<file path="config.mk">
export PLATFORM = sky130hd
export DESIGN_NAME = power_detect_alarm_pin_config
export DESIGN_NICKNAME = d
export VERILOG_FILES = /design/src/pwr_alarm_pkg.sv /design/src/pin_source_mux.sv /design/src/power_detect_alarm_pin_config.sv
export SDC_FILE = /design/constraint.sdc
export NUM_CORES = 1
export LEC_CHECK = 0
export ABC_AREA = 1
export BUFFER_PORTS_ARGS = -buffer_cell sky130_fd_sc_hd__buf_2
export CAP_MARGIN = 20
export CORE_MARGIN = 5
export CORE_UTILIZATION = 52
export CTS_CLUSTER_DIAMETER = 50
export DETAILED_ROUTE_END_ITERATION = 8
export PLACE_DENSITY = 0.71
export SLEW_MARGIN = 20
export SYNTH_ARGS = -nofsm -noshare
export SYNTH_HDL_FRONTEND = slang
export SYNTH_SLANG_ARGS = --single-unit
</file>
<file path="constraint.sdc">
create_clock -name clk -period 4.8 [get_ports clk]
set_clock_uncertainty 0.1 [all_clocks]
set_input_delay 0.96 -clock clk [delete_from_list [all_inputs] [get_ports clk]]
set_output_delay 0.96 -clock clk [all_outputs]
set_load 0.05 [all_outputs]
</file>
<file path="src/pwr_alarm_pkg.sv">
// Constants, field layouts and carriers for the power detector configuration slice.
// Assumes a plain single-cycle register port and one synchronous clock domain.
//
// Functional notes
// - Average power compared against 16-bit high and low thresholds, LSB 1/65536.
// - Each threshold held as two byte registers, low byte first, reset zero.
// - Format bit 0 gives 1-bit comparator output, 1 gives 2-bit output.
// - Gain-control held in reset while bit is 1, runs once it returns 0.
// - Direction bits 3..0 per pin: 0 input for oscillator select, 1 alarm output.
// - Bits 5..4 pick pin for select bit 1: 00 pin4,01 pin1,10 pin3,11 pin2.
// - Bits 1..0 pick pin for select bit 0 with the same encoding.
// - Select 00 oscillator 1, 01 oscillator 2, 10 oscillator 3; 11 not driven.
// - Per-pin 8-bit source select: codes 0-8 channel A, 9-17 channel B.
package pwr_alarm_pkg;

	// ==========================================================
	// Register offsets
	localparam logic [9:0] ADDR_PWR_HIGH_LO = 10'h022;
	localparam logic [9:0] ADDR_PWR_HIGH_HI = 10'h023;
	localparam logic [9:0] ADDR_PWR_LOW_LO = 10'h024;
	localparam logic [9:0] ADDR_PWR_LOW_HI = 10'h025;
	localparam logic [9:0] ADDR_CMP_FORMAT = 10'h027;
	localparam logic [9:0] ADDR_GAIN_RESET = 10'h02b;
	localparam logic [9:0] ADDR_PIN1_SEL = 10'h032;
	localparam logic [9:0] ADDR_PIN2_SEL = 10'h033;
	localparam logic [9:0] ADDR_PIN3_SEL = 10'h034;
	localparam logic [9:0] ADDR_PIN4_SEL = 10'h035;
	localparam logic [9:0] ADDR_PIN_DIR = 10'h037;
	localparam logic [9:0] ADDR_OSC_ROUTE = 10'h038;
	localparam logic [9:0] ADDR_IRQ_STATUS = 10'h040;
	localparam logic [9:0] ADDR_IRQ_CLEAR = 10'h041;
	localparam logic [9:0] ADDR_IRQ_ENABLE = 10'h042;
	localparam logic [9:0] ADDR_STATE = 10'h043;

	// ==========================================================
	// Field positions, masks and reset values
	localparam int GAIN_RESET_BIT = 4;
	localparam int FORMAT_BIT = 0;
	localparam logic [7:0] DIR_MASK = 8'h0f;
	localparam logic [7:0] ROUTE_MASK = 8'h33;
	localparam int ROUTE1_LSB = 4;
	localparam int ROUTE0_LSB = 0;
	localparam logic [7:0] REG_RESET = 8'h00;
	localparam logic [15:0] THRESH_RESET = 16'h0000;
	localparam logic [7:0] READ_ZERO = 8'h00;

	// ==========================================================
	// Pin routing encodings (pin index 0..3 means pins 1..4)
	localparam logic [1:0] ROUTE_PIN4 = 2'b00;
	localparam logic [1:0] ROUTE_PIN1 = 2'b01;
	localparam logic [1:0] ROUTE_PIN3 = 2'b10;
	localparam logic [1:0] ROUTE_PIN2 = 2'b11;

	// Source select codes
	localparam logic [7:0] SRC_PER_CHANNEL = 8'h09;
	localparam logic [7:0] SRC_LAST = 8'h11;
	localparam logic [3:0] SRC_PWR0 = 4'h6;
	localparam logic [3:0] SRC_PWR1 = 4'h7;

	// ==========================================================
	// Oscillator choice and gain-control state
	typedef enum logic [1:0] {
		OSC_ONE = 2'b00,
		OSC_TWO = 2'b01,
		OSC_THREE = 2'b10,
		OSC_NONE = 2'b11
	} osc_sel_e;

	typedef enum logic [1:0] {
		GAIN_HELD = 2'b00,
		GAIN_RUN = 2'b01
	} gain_state_e;

	// Interrupt bits
	localparam int IRQ_HIGH = 0;
	localparam int IRQ_LOW = 1;
	localparam int IRQ_BAD_OSC = 2;
	localparam int IRQ_W = 3;

	// Register port carrier
	typedef struct packed {
		logic [9:0] addr;
		logic [7:0] wdata;
		logic wr;
		logic rd;
	} reg_req_s;

	// One channel of alarm sources, codes 0..8
	typedef struct packed {
		logic fast_overrange_flag;
		logic [1:0] power_flag;
		logic block_peak_low_flag;
		logic block_peak_high_flag;
		logic [3:0] filter_peak;
	} chan_flags_s;

endpackage : pwr_alarm_pkg

</file>
<file path="src/pin_source_mux.sv">
// One pin's alarm source selector, registered.
// Assumes flags are synchronous to clk.
`timescale 1ns/1ps
module pin_source_mux (
	input wire logic clk,
	input wire logic sys_rst,
	input wire logic [7:0] sel,
	input wire pwr_alarm_pkg::chan_flags_s chan_a,
	input wire pwr_alarm_pkg::chan_flags_s chan_b,
	output logic alarm
);
	logic [17:0] sources;
	logic alarm_next;

	// Flat list: channel A codes 0..8, channel B codes 9..17
	assign sources = {chan_b, chan_a};

	// Out-of-range codes drive low
	always_comb
	begin
		alarm_next = 1'b0;
		if (sel <= pwr_alarm_pkg::SRC_LAST)
		begin
			alarm_next = sources[sel[4:0]];
		end
	end

	// Registered pin value
	always_ff @(posedge clk)
	begin
		if (sys_rst)
		begin
			alarm <= 1'b0;
		end
		else
		begin
			alarm <= alarm_next;
		end
	end
endmodule : pin_source_mux

</file>
<file path="src/power_detect_alarm_pin_config.sv">
// Power detector configuration registers, threshold compare, pin routing.
// Assumes single-cycle register port and power samples synchronous to clk.
//
// Strobed register access was chosen for this implementation.
`timescale 1ns/1ps
module power_detect_alarm_pin_config (
	input wire logic clk,
	input wire logic sys_rst,
	input wire pwr_alarm_pkg::reg_req_s req,
	output logic [7:0] rdata,
	input wire logic [15:0] avg_power,
	input wire logic avg_power_valid,
	input wire pwr_alarm_pkg::chan_flags_s chan_a_flags,
	input wire pwr_alarm_pkg::chan_flags_s chan_b_flags,
	input wire logic [3:0] pin_in,
	output logic [3:0] pin_out,
	output logic [3:0] pin_oe,
	output logic [1:0] osc_select,
	output logic osc_select_invalid,
	output logic gain_control_run,
	output logic [1:0] power_cmp_a,
	output logic irq
);
	localparam int IRQ_W_L = pwr_alarm_pkg::IRQ_W;
	logic [15:0] power_high_threshold_reg;
	logic [15:0] power_low_threshold_reg;
	logic power_compare_two_bit_enable_reg;
	logic gain_control_reset_bit_reg;
	logic [3:0] pin_direction_bits_reg;
	logic [1:0] osc_route1_reg;
	logic [1:0] osc_route0_reg;
	logic [7:0] pin_output_source_select_reg [4];
	logic [IRQ_W_L-1:0] irq_status_reg;
	logic [IRQ_W_L-1:0] irq_enable_reg;
	logic [1:0] power_flag_reg;
	pwr_alarm_pkg::gain_state_e gain_state_reg;
	logic [7:0] rdata_next;
	logic [3:0] pin_alarm;
	logic osc_bit1;
	logic osc_bit0;
	logic [IRQ_W_L-1:0] irq_event;
	logic [IRQ_W_L-1:0] irq_clear;
	logic above_high;
	logic below_low;
	pwr_alarm_pkg::chan_flags_s chan_a_live;

	function automatic logic route_pick(input logic [1:0] route, input logic [3:0] pins);
		logic bit_val;
		bit_val = pins[3];
		case (route)
			pwr_alarm_pkg::ROUTE_PIN4: bit_val = pins[3];
			pwr_alarm_pkg::ROUTE_PIN1: bit_val = pins[0];
			pwr_alarm_pkg::ROUTE_PIN3: bit_val = pins[2];
			pwr_alarm_pkg::ROUTE_PIN2: bit_val = pins[1];
			default: bit_val = pins[3];
		endcase
		return bit_val;
	endfunction : route_pick

	// ==========================================================
	// Register writes
	// Thresholds, one byte lane per address
	always_ff @(posedge clk)
	begin
		if (sys_rst)
		begin
			power_high_threshold_reg <= pwr_alarm_pkg::THRESH_RESET;
			power_low_threshold_reg <= pwr_alarm_pkg::THRESH_RESET;
		end
		else if (req.wr)
		begin
			if (req.addr == pwr_alarm_pkg::ADDR_PWR_HIGH_LO)
				power_high_threshold_reg[7:0] <= req.wdata;
			else if (req.addr == pwr_alarm_pkg::ADDR_PWR_HIGH_HI)
				power_high_threshold_reg[15:8] <= req.wdata;
			else if (req.addr == pwr_alarm_pkg::ADDR_PWR_LOW_LO)
				power_low_threshold_reg[7:0] <= req.wdata;
			else if (req.addr == pwr_alarm_pkg::ADDR_PWR_LOW_HI)
				power_low_threshold_reg[15:8] <= req.wdata;
		end
	end

	// Format, gain reset, direction and routing fields; reserved bits dropped
	always_ff @(posedge clk)
	begin
		if (sys_rst)
		begin
			power_compare_two_bit_enable_reg <= 1'b0;
			gain_control_reset_bit_reg <= 1'b0;
			pin_direction_bits_reg <= 4'h0;
			osc_route1_reg <= 2'b00;
			osc_route0_reg <= 2'b00;
		end
		else if (req.wr)
		begin
			if (req.addr == pwr_alarm_pkg::ADDR_CMP_FORMAT)
				power_compare_two_bit_enable_reg <= req.wdata[pwr_alarm_pkg::FORMAT_BIT];
			else if (req.addr == pwr_alarm_pkg::ADDR_GAIN_RESET)
				gain_control_reset_bit_reg <= req.wdata[pwr_alarm_pkg::GAIN_RESET_BIT];
			else if (req.addr == pwr_alarm_pkg::ADDR_PIN_DIR)
				pin_direction_bits_reg <= req.wdata[3:0];
			else if (req.addr == pwr_alarm_pkg::ADDR_OSC_ROUTE)
			begin
				osc_route1_reg <= req.wdata[pwr_alarm_pkg::ROUTE1_LSB +: 2];
				osc_route0_reg <= req.wdata[pwr_alarm_pkg::ROUTE0_LSB +: 2];
			end
		end
	end

	// Per-pin source select registers
	always_ff @(posedge clk)
	begin
		if (sys_rst)
		begin
			for (int i = 0; i < 4; i++)
				pin_output_source_select_reg[i] <= pwr_alarm_pkg::REG_RESET;
		end
		else if (req.wr)
		begin
			if (req.addr == pwr_alarm_pkg::ADDR_PIN1_SEL)
				pin_output_source_select_reg[0] <= req.wdata;
			else if (req.addr == pwr_alarm_pkg::ADDR_PIN2_SEL)
				pin_output_source_select_reg[1] <= req.wdata;
			else if (req.addr == pwr_alarm_pkg::ADDR_PIN3_SEL)
				pin_output_source_select_reg[2] <= req.wdata;
			else if (req.addr == pwr_alarm_pkg::ADDR_PIN4_SEL)
				pin_output_source_select_reg[3] <= req.wdata;
		end
	end

	// ==========================================================
	// Gain-control reset sequencing
	// Held while the bit is one, runs after it returns to zero
	always_ff @(posedge clk)
	begin
		if (sys_rst)
		begin
			gain_state_reg <= pwr_alarm_pkg::GAIN_HELD;
			gain_control_run <= 1'b0;
		end
		else
		begin
			case (gain_state_reg)
				pwr_alarm_pkg::GAIN_HELD:
				begin
					gain_control_run <= 1'b0;
					if (!gain_control_reset_bit_reg)
					begin
						gain_state_reg <= pwr_alarm_pkg::GAIN_RUN;
						gain_control_run <= 1'b1;
					end
				end
				pwr_alarm_pkg::GAIN_RUN:
				begin
					if (gain_control_reset_bit_reg)
					begin
						gain_state_reg <= pwr_alarm_pkg::GAIN_HELD;
						gain_control_run <= 1'b0;
					end
				end
				default:
				begin
					gain_state_reg <= pwr_alarm_pkg::GAIN_HELD;
					gain_control_run <= 1'b0;
				end
			endcase
		end
	end

	// ==========================================================
	// Threshold compare
	assign above_high = avg_power > power_high_threshold_reg;
	assign below_low = avg_power < power_low_threshold_reg;

	// Power flags; bit 1 used only in two-bit format
	always_ff @(posedge clk)
	begin
		if (sys_rst || !gain_control_run)
		begin
			power_flag_reg <= 2'b00;
			power_cmp_a <= 2'b00;
		end
		else if (avg_power_valid)
		begin
			if (power_compare_two_bit_enable_reg)
			begin
				power_flag_reg <= {below_low, above_high};
				power_cmp_a <= {below_low, above_high};
			end
			else
			begin
				power_flag_reg <= {1'b0, above_high};
				power_cmp_a <= {1'b0, above_high};
			end
		end
	end

	// Channel A power flags come from this comparator
	always_comb
	begin
		chan_a_live = chan_a_flags;
		chan_a_live.power_flag = power_flag_reg;
	end

	// ==========================================================
	// Pin alarm sources
	for (genvar p = 0; p < 4; p++)
	begin : g_pin
		pin_source_mux u_mux (
			.clk(clk),
			.sys_rst(sys_rst),
			.sel(pin_output_source_select_reg[p]),
			.chan_a(chan_a_live),
			.chan_b(chan_b_flags),
			.alarm(pin_alarm[p])
		);
	end

	// Pin drive: enable only for output-direction pins
	always_ff @(posedge clk)
	begin
		if (sys_rst)
		begin
			pin_out <= 4'h0;
			pin_oe <= 4'h0;
		end
		else
		begin
			pin_oe <= pin_direction_bits_reg;
			pin_out <= pin_alarm & pin_direction_bits_reg;
		end
	end

	// ==========================================================
	// Oscillator selection from input pins
	assign osc_bit1 = route_pick(osc_route1_reg, pin_in & ~pin_direction_bits_reg);
	assign osc_bit0 = route_pick(osc_route0_reg, pin_in & ~pin_direction_bits_reg);

	// Forbidden code 11 keeps the previous choice
	always_ff @(posedge clk)
	begin
		if (sys_rst)
		begin
			osc_select <= pwr_alarm_pkg::OSC_ONE;
			osc_select_invalid <= 1'b0;
		end
		else
		begin
			osc_select_invalid <= osc_bit1 & osc_bit0;
			if (!(osc_bit1 & osc_bit0))
				osc_select <= {osc_bit1, osc_bit0};
		end
	end

	// ==========================================================
	// Interrupts: sticky status, write-one clear, enable
	assign irq_event = {osc_bit1 & osc_bit0,
		gain_control_run & avg_power_valid & below_low,
		gain_control_run & avg_power_valid & above_high};
	assign irq_clear = (req.wr && req.addr == pwr_alarm_pkg::ADDR_IRQ_CLEAR) ?
		req.wdata[IRQ_W_L-1:0] : '0;

	// Set wins over clear in the same cycle
	always_ff @(posedge clk)
	begin
		if (sys_rst)
		begin
			irq_status_reg <= '0;
			irq_enable_reg <= '0;
			irq <= 1'b0;
		end
		else
		begin
			irq_status_reg <= (irq_status_reg & ~irq_clear) | irq_event;
			if (req.wr && req.addr == pwr_alarm_pkg::ADDR_IRQ_ENABLE)
				irq_enable_reg <= req.wdata[IRQ_W_L-1:0];
			irq <= |(((irq_status_reg & ~irq_clear) | irq_event) &
				((req.wr && req.addr == pwr_alarm_pkg::ADDR_IRQ_ENABLE) ?
				req.wdata[IRQ_W_L-1:0] : irq_enable_reg));
		end
	end

	// ==========================================================
	// Read decode; reserved bits read zero
	always_comb
	begin
		rdata_next = pwr_alarm_pkg::READ_ZERO;
		if (req.addr == pwr_alarm_pkg::ADDR_PWR_HIGH_LO)
			rdata_next = power_high_threshold_reg[7:0];
		else if (req.addr == pwr_alarm_pkg::ADDR_PWR_HIGH_HI)
			rdata_next = power_high_threshold_reg[15:8];
		else if (req.addr == pwr_alarm_pkg::ADDR_PWR_LOW_LO)
			rdata_next = power_low_threshold_reg[7:0];
		else if (req.addr == pwr_alarm_pkg::ADDR_PWR_LOW_HI)
			rdata_next = power_low_threshold_reg[15:8];
		else if (req.addr == pwr_alarm_pkg::ADDR_CMP_FORMAT)
			rdata_next = {7'h00, power_compare_two_bit_enable_reg};
		else if (req.addr == pwr_alarm_pkg::ADDR_GAIN_RESET)
			rdata_next = {3'h0, gain_control_reset_bit_reg, 4'h0};
		else if (req.addr == pwr_alarm_pkg::ADDR_PIN1_SEL)
			rdata_next = pin_output_source_select_reg[0];
		else if (req.addr == pwr_alarm_pkg::ADDR_PIN2_SEL)
			rdata_next = pin_output_source_select_reg[1];
		else if (req.addr == pwr_alarm_pkg::ADDR_PIN3_SEL)
			rdata_next = pin_output_source_select_reg[2];
		else if (req.addr == pwr_alarm_pkg::ADDR_PIN4_SEL)
			rdata_next = pin_output_source_select_reg[3];
		else if (req.addr == pwr_alarm_pkg::ADDR_PIN_DIR)
			rdata_next = {4'h0, pin_direction_bits_reg};
		else if (req.addr == pwr_alarm_pkg::ADDR_OSC_ROUTE)
			rdata_next = {2'b00, osc_route1_reg, 2'b00, osc_route0_reg};
		else if (req.addr == pwr_alarm_pkg::ADDR_IRQ_STATUS)
			rdata_next = {5'h00, irq_status_reg};
		else if (req.addr == pwr_alarm_pkg::ADDR_IRQ_ENABLE)
			rdata_next = {5'h00, irq_enable_reg};
		else if (req.addr == pwr_alarm_pkg::ADDR_STATE)
			rdata_next = {3'h0, osc_select_invalid, osc_select, power_flag_reg};
	end

	// Read data registered, valid in cycle after strobe only
	always_ff @(posedge clk)
	begin
		if (sys_rst)
			rdata <= 8'h00;
		else if (req.rd)
			rdata <= rdata_next;
		else
			rdata <= 8'h00;
	end
endmodule : power_detect_alarm_pin_config

</file>
==> impl_metrics.env <==
export IMPL_clkSlewWorstSetupHoldPaths_ns=0.07
export IMPL_synth_compound_area_share_pct=23.7
export IMPL_place_congestion=0.973
export IMPL_cts_buffers=9
export IMPL_synth_simple_area_share_pct=20.1
export IMPL_synthAdderAreaFrac_pct=6.62
export IMPL_fp_coreArea_sq_mm=0.0119
export IMPL_synth_area_per_cell_sq_um=7.74
export IMPL_tightest_slew_ns=0.771
export IMPL_clk_latency_ns=0.35
export IMPL_setup_viol=0
export IMPL_ios=84
export IMPL_fillers=1095
export IMPL_vias_per_cell=5.83
export IMPL_post_place_ws_ns=1.28
export IMPL_port_buffers=81
export IMPL_overflow=0
export IMPL_grt_util_all_layers_pct=27.2
export IMPL_dp_cells=1016
export IMPL_comb_power_share_pct=12.8
export IMPL_p_clk_share_pct=36.2
export IMPL_syn_num_nets=899
export IMPL_row_count=40
export IMPL_powerDensity_mw_per_mm2=278
export IMPL_mostFrequentLayoutCell="inv_1"
export IMPL_syn_to_final_growth_pct=12.3
export IMPL_diodes=0
export IMPL_dieArea_sq_mm=0.0143
export IMPL_largest_reg_flops=32
export IMPL_cts_resized=0
export IMPL_cts_setup_buffers=0
export IMPL_via_count=6025
export IMPL_p_int_mw=1.42
export IMPL_clock_sinks=108
export IMPL_synth_top_family_by_area="compound AO/OA/AOI/OAI gates"
export IMPL_dp_hpwl_um=14800
export IMPL_final_cell_mix="121 x inv_1, 97 x nand2_1, 94 x a21oi_1"
export IMPL_drive_gt1_share_pct=15.6
export IMPL_max_slew_margin_rel_pct=48.6
export IMPL_grt_pass1_wl_um=30400
export IMPL_async_flop_share_pct=0
export IMPL_synth_seq_cells=108
export IMPL_synthFlopType="dfxtp_1"
export IMPL_synthMuxAreaShare_pct=0
export IMPL_syn_area_sq_mm=0.00623
export IMPL_antenna_left=0
export IMPL_seqPwrFrac_pct=51.0
export IMPL_criticalPathCategory="input pin to flop"
export IMPL_cts_buffer_depth=2
export IMPL_synth_seq_area_share_pct=39.8
export IMPL_die_width_um=119
export IMPL_die_y_um=119
export IMPL_first_pass_iters=6
export IMPL_hold_viol_final=0
export IMPL_p_leak_nw=2.96
export IMPL_swShare_pct=26.8
export IMPL_worstSetupEndpointType="flop"
export IMPL_max_freq_ghz=0.351
export IMPL_power_switching_uw=521
export IMPL_drv_cap=0
export IMPL_wl_per_cell_um=18.6
export IMPL_yosysWarnings=0
export IMPL_synth_edf_count=32
export IMPL_drt_wl_total_um=19200
export IMPL_crit_fanout=15
export IMPL_rsz0062_at_grt="no"
export IMPL_synth_xor_area_share_pct=0.141
export IMPL_cp_required_ns=4.75
export IMPL_timing_final_crit_period_ns=2.85
export IMPL_slew_viol_final=0
export IMPL_first_iter_violations=490
export IMPL_final_net_count=975
export IMPL_utilization_pct=59.0
export IMPL_instances_no_fill=1033
export IMPL_ctsHoldBuffers=0
export IMPL_fin_ws_ns=1.95
export IMPL_hold_path_class="flop to flop"
export IMPL_cts_tree="built"
export IMPL_cts_root_buf="clkbuf_16"
export IMPL_antenna_found_initial=0
export IMPL_grt_pass1_vias=5868
export IMPL_outcome="finished clean"
export IMPL_syn_inst=805
export IMPL_h_tree_depth=3
export IMPL_ir_worst_vdd_mv=0.197
export IMPL_drc=0
export IMPL_fin_crit_sh_pct=59.3
export IMPL_grt_max_degree=39
export IMPL_ys_types=48
export IMPL_startpoint_type="input pin"
export IMPL_initial_utilization_pct=52.6
export IMPL_worstPathArrival_ns=2.80
export IMPL_tns_ns=0
## per-layer routing
metal	track usage [%]	wire length, um	up-vias
met3	4.99	1280	54
met2	46.9	9390	219
met1	33.2	7820	2826
met5	0	0	-
li1	-	-	2926
met4	11.7	712	0
## cells in the mapped netlist, types with 2 or more instances
| cell type | n | area [sq um] |
|---|---|---|
| o21ai_0 | 89 | 445 |
| a221oi_1 | 6 | 52.6 |
| nand3_1 | 29 | 145 |
| clkbuf_1 | 9 | 33.8 |
| nor2_1 | 86 | 323 |
| o2111ai_1 | 3 | 26.3 |
| nor3_1 | 5 | 25.0 |
| or2_2 | 3 | 18.8 |
| inv_2 | 6 | 22.5 |
| inv_1 | 121 | 454 |
| nand4_1 | 7 | 43.8 |
| dfxtp_1 | 76 | 1520 |
| a31oi_1 | 2 | 12.5 |
| buf_6 | 6 | 67.6 |
| or4_1 | 2 | 15.0 |
| nand2_1 | 97 | 364 |
| nand2_4 | 2 | 22.5 |
| a21boi_0 | 2 | 15.0 |
| a211oi_2 | 2 | 25.0 |
| edfxtp_1 | 32 | 961 |
| nor2_2 | 5 | 31.3 |
| buf_2 | 3 | 15.0 |
| o211ai_1 | 8 | 60.1 |
| a21oi_1 | 94 | 470 |
| nand3_2 | 2 | 20.0 |
| o21ai_1 | 5 | 25.0 |
| o22ai_1 | 8 | 50.1 |
| o221ai_1 | 16 | 140 |
| a211oi_1 | 13 | 97.6 |
| nor4_1 | 2 | 12.5 |
| nand2_2 | 4 | 25.0 |
| ha_1 | 33 | 413 |
| nor2_4 | 11 | 124 |
| o21bai_1 | 2 | 15.0 |
## power groups by stage
| stage | registers [mW] | clock network, mW | logic [mW] |
|---|---|---|---|
| 6_report | 0.991 | 0.704 | 0.248 |
| 5_1_grt | 0.994 | 0.748 | 0.274 |
| 4_1_cts | 0.990 | 0.709 | 0.246 |
| 3_5_place_dp | 1.01 | 0 | 0.244 |
| 3_3_place_gp | 1.01 | 0 | 0.236 |
| 2_1_floorplan | 1.02 | 0 | 0.137 |
## metrics by stage
stage | hold WS, ns | total power [mW] | instance area, sq um
floorplan | 0.302 | 1.16 | 6230
global placement | 0.307 | 1.25 | 6720
detailed placement | 0.319 | 1.26 | 6720
CTS | 0.323 | 1.95 | 7000
global route | 0.344 | 2.02 | 7000
finish | 0.317 | 1.94 | 7000
## final cells by class
class,instances,area [sq um],share of cell area [%]
inverters,128,483,6.90
multi-input cells,550,3150,45.0
repair buffers,84,425,6.07
clock inverters,4,23.8,0.339
clock buffers,12,256,3.66
well taps,147,184,2.63
flip-flops and latches,108,2480,35.4
## critical path, stage by stage
cell,delay [ns]
buf_2,0.11
nor2_4,0.23
nand2_4,0.12
nor2_4,0.18
inv_4,0.08
nor2_4,0.31
inv_2,0.14
o21ai_0,0.39
buf_2,0.27
## logic make-up after synthesis
logic type	count (synthesis)
simple gates	261
xor+xnor	1
buf+inv	147
fa+ha+maj	33
compound gates	255
flops	108
## path summary, 6_finish.rpt
check	slack (ns)	end	cells past startpoint	from
setup / recovery	1.95	pin_output_source_select_reg[0][2]	9	req[19]
hold / removal	0.32	pin_out[2]	2	g_pin[2].u_mux.alarm
setup reg to reg	2.34	irq	11	power_high_threshold_reg[3]
hold reg to reg	0.32	pin_out[2]	2	g_pin[2].u_mux.alarm
Power figures use the tool's default switching activity.
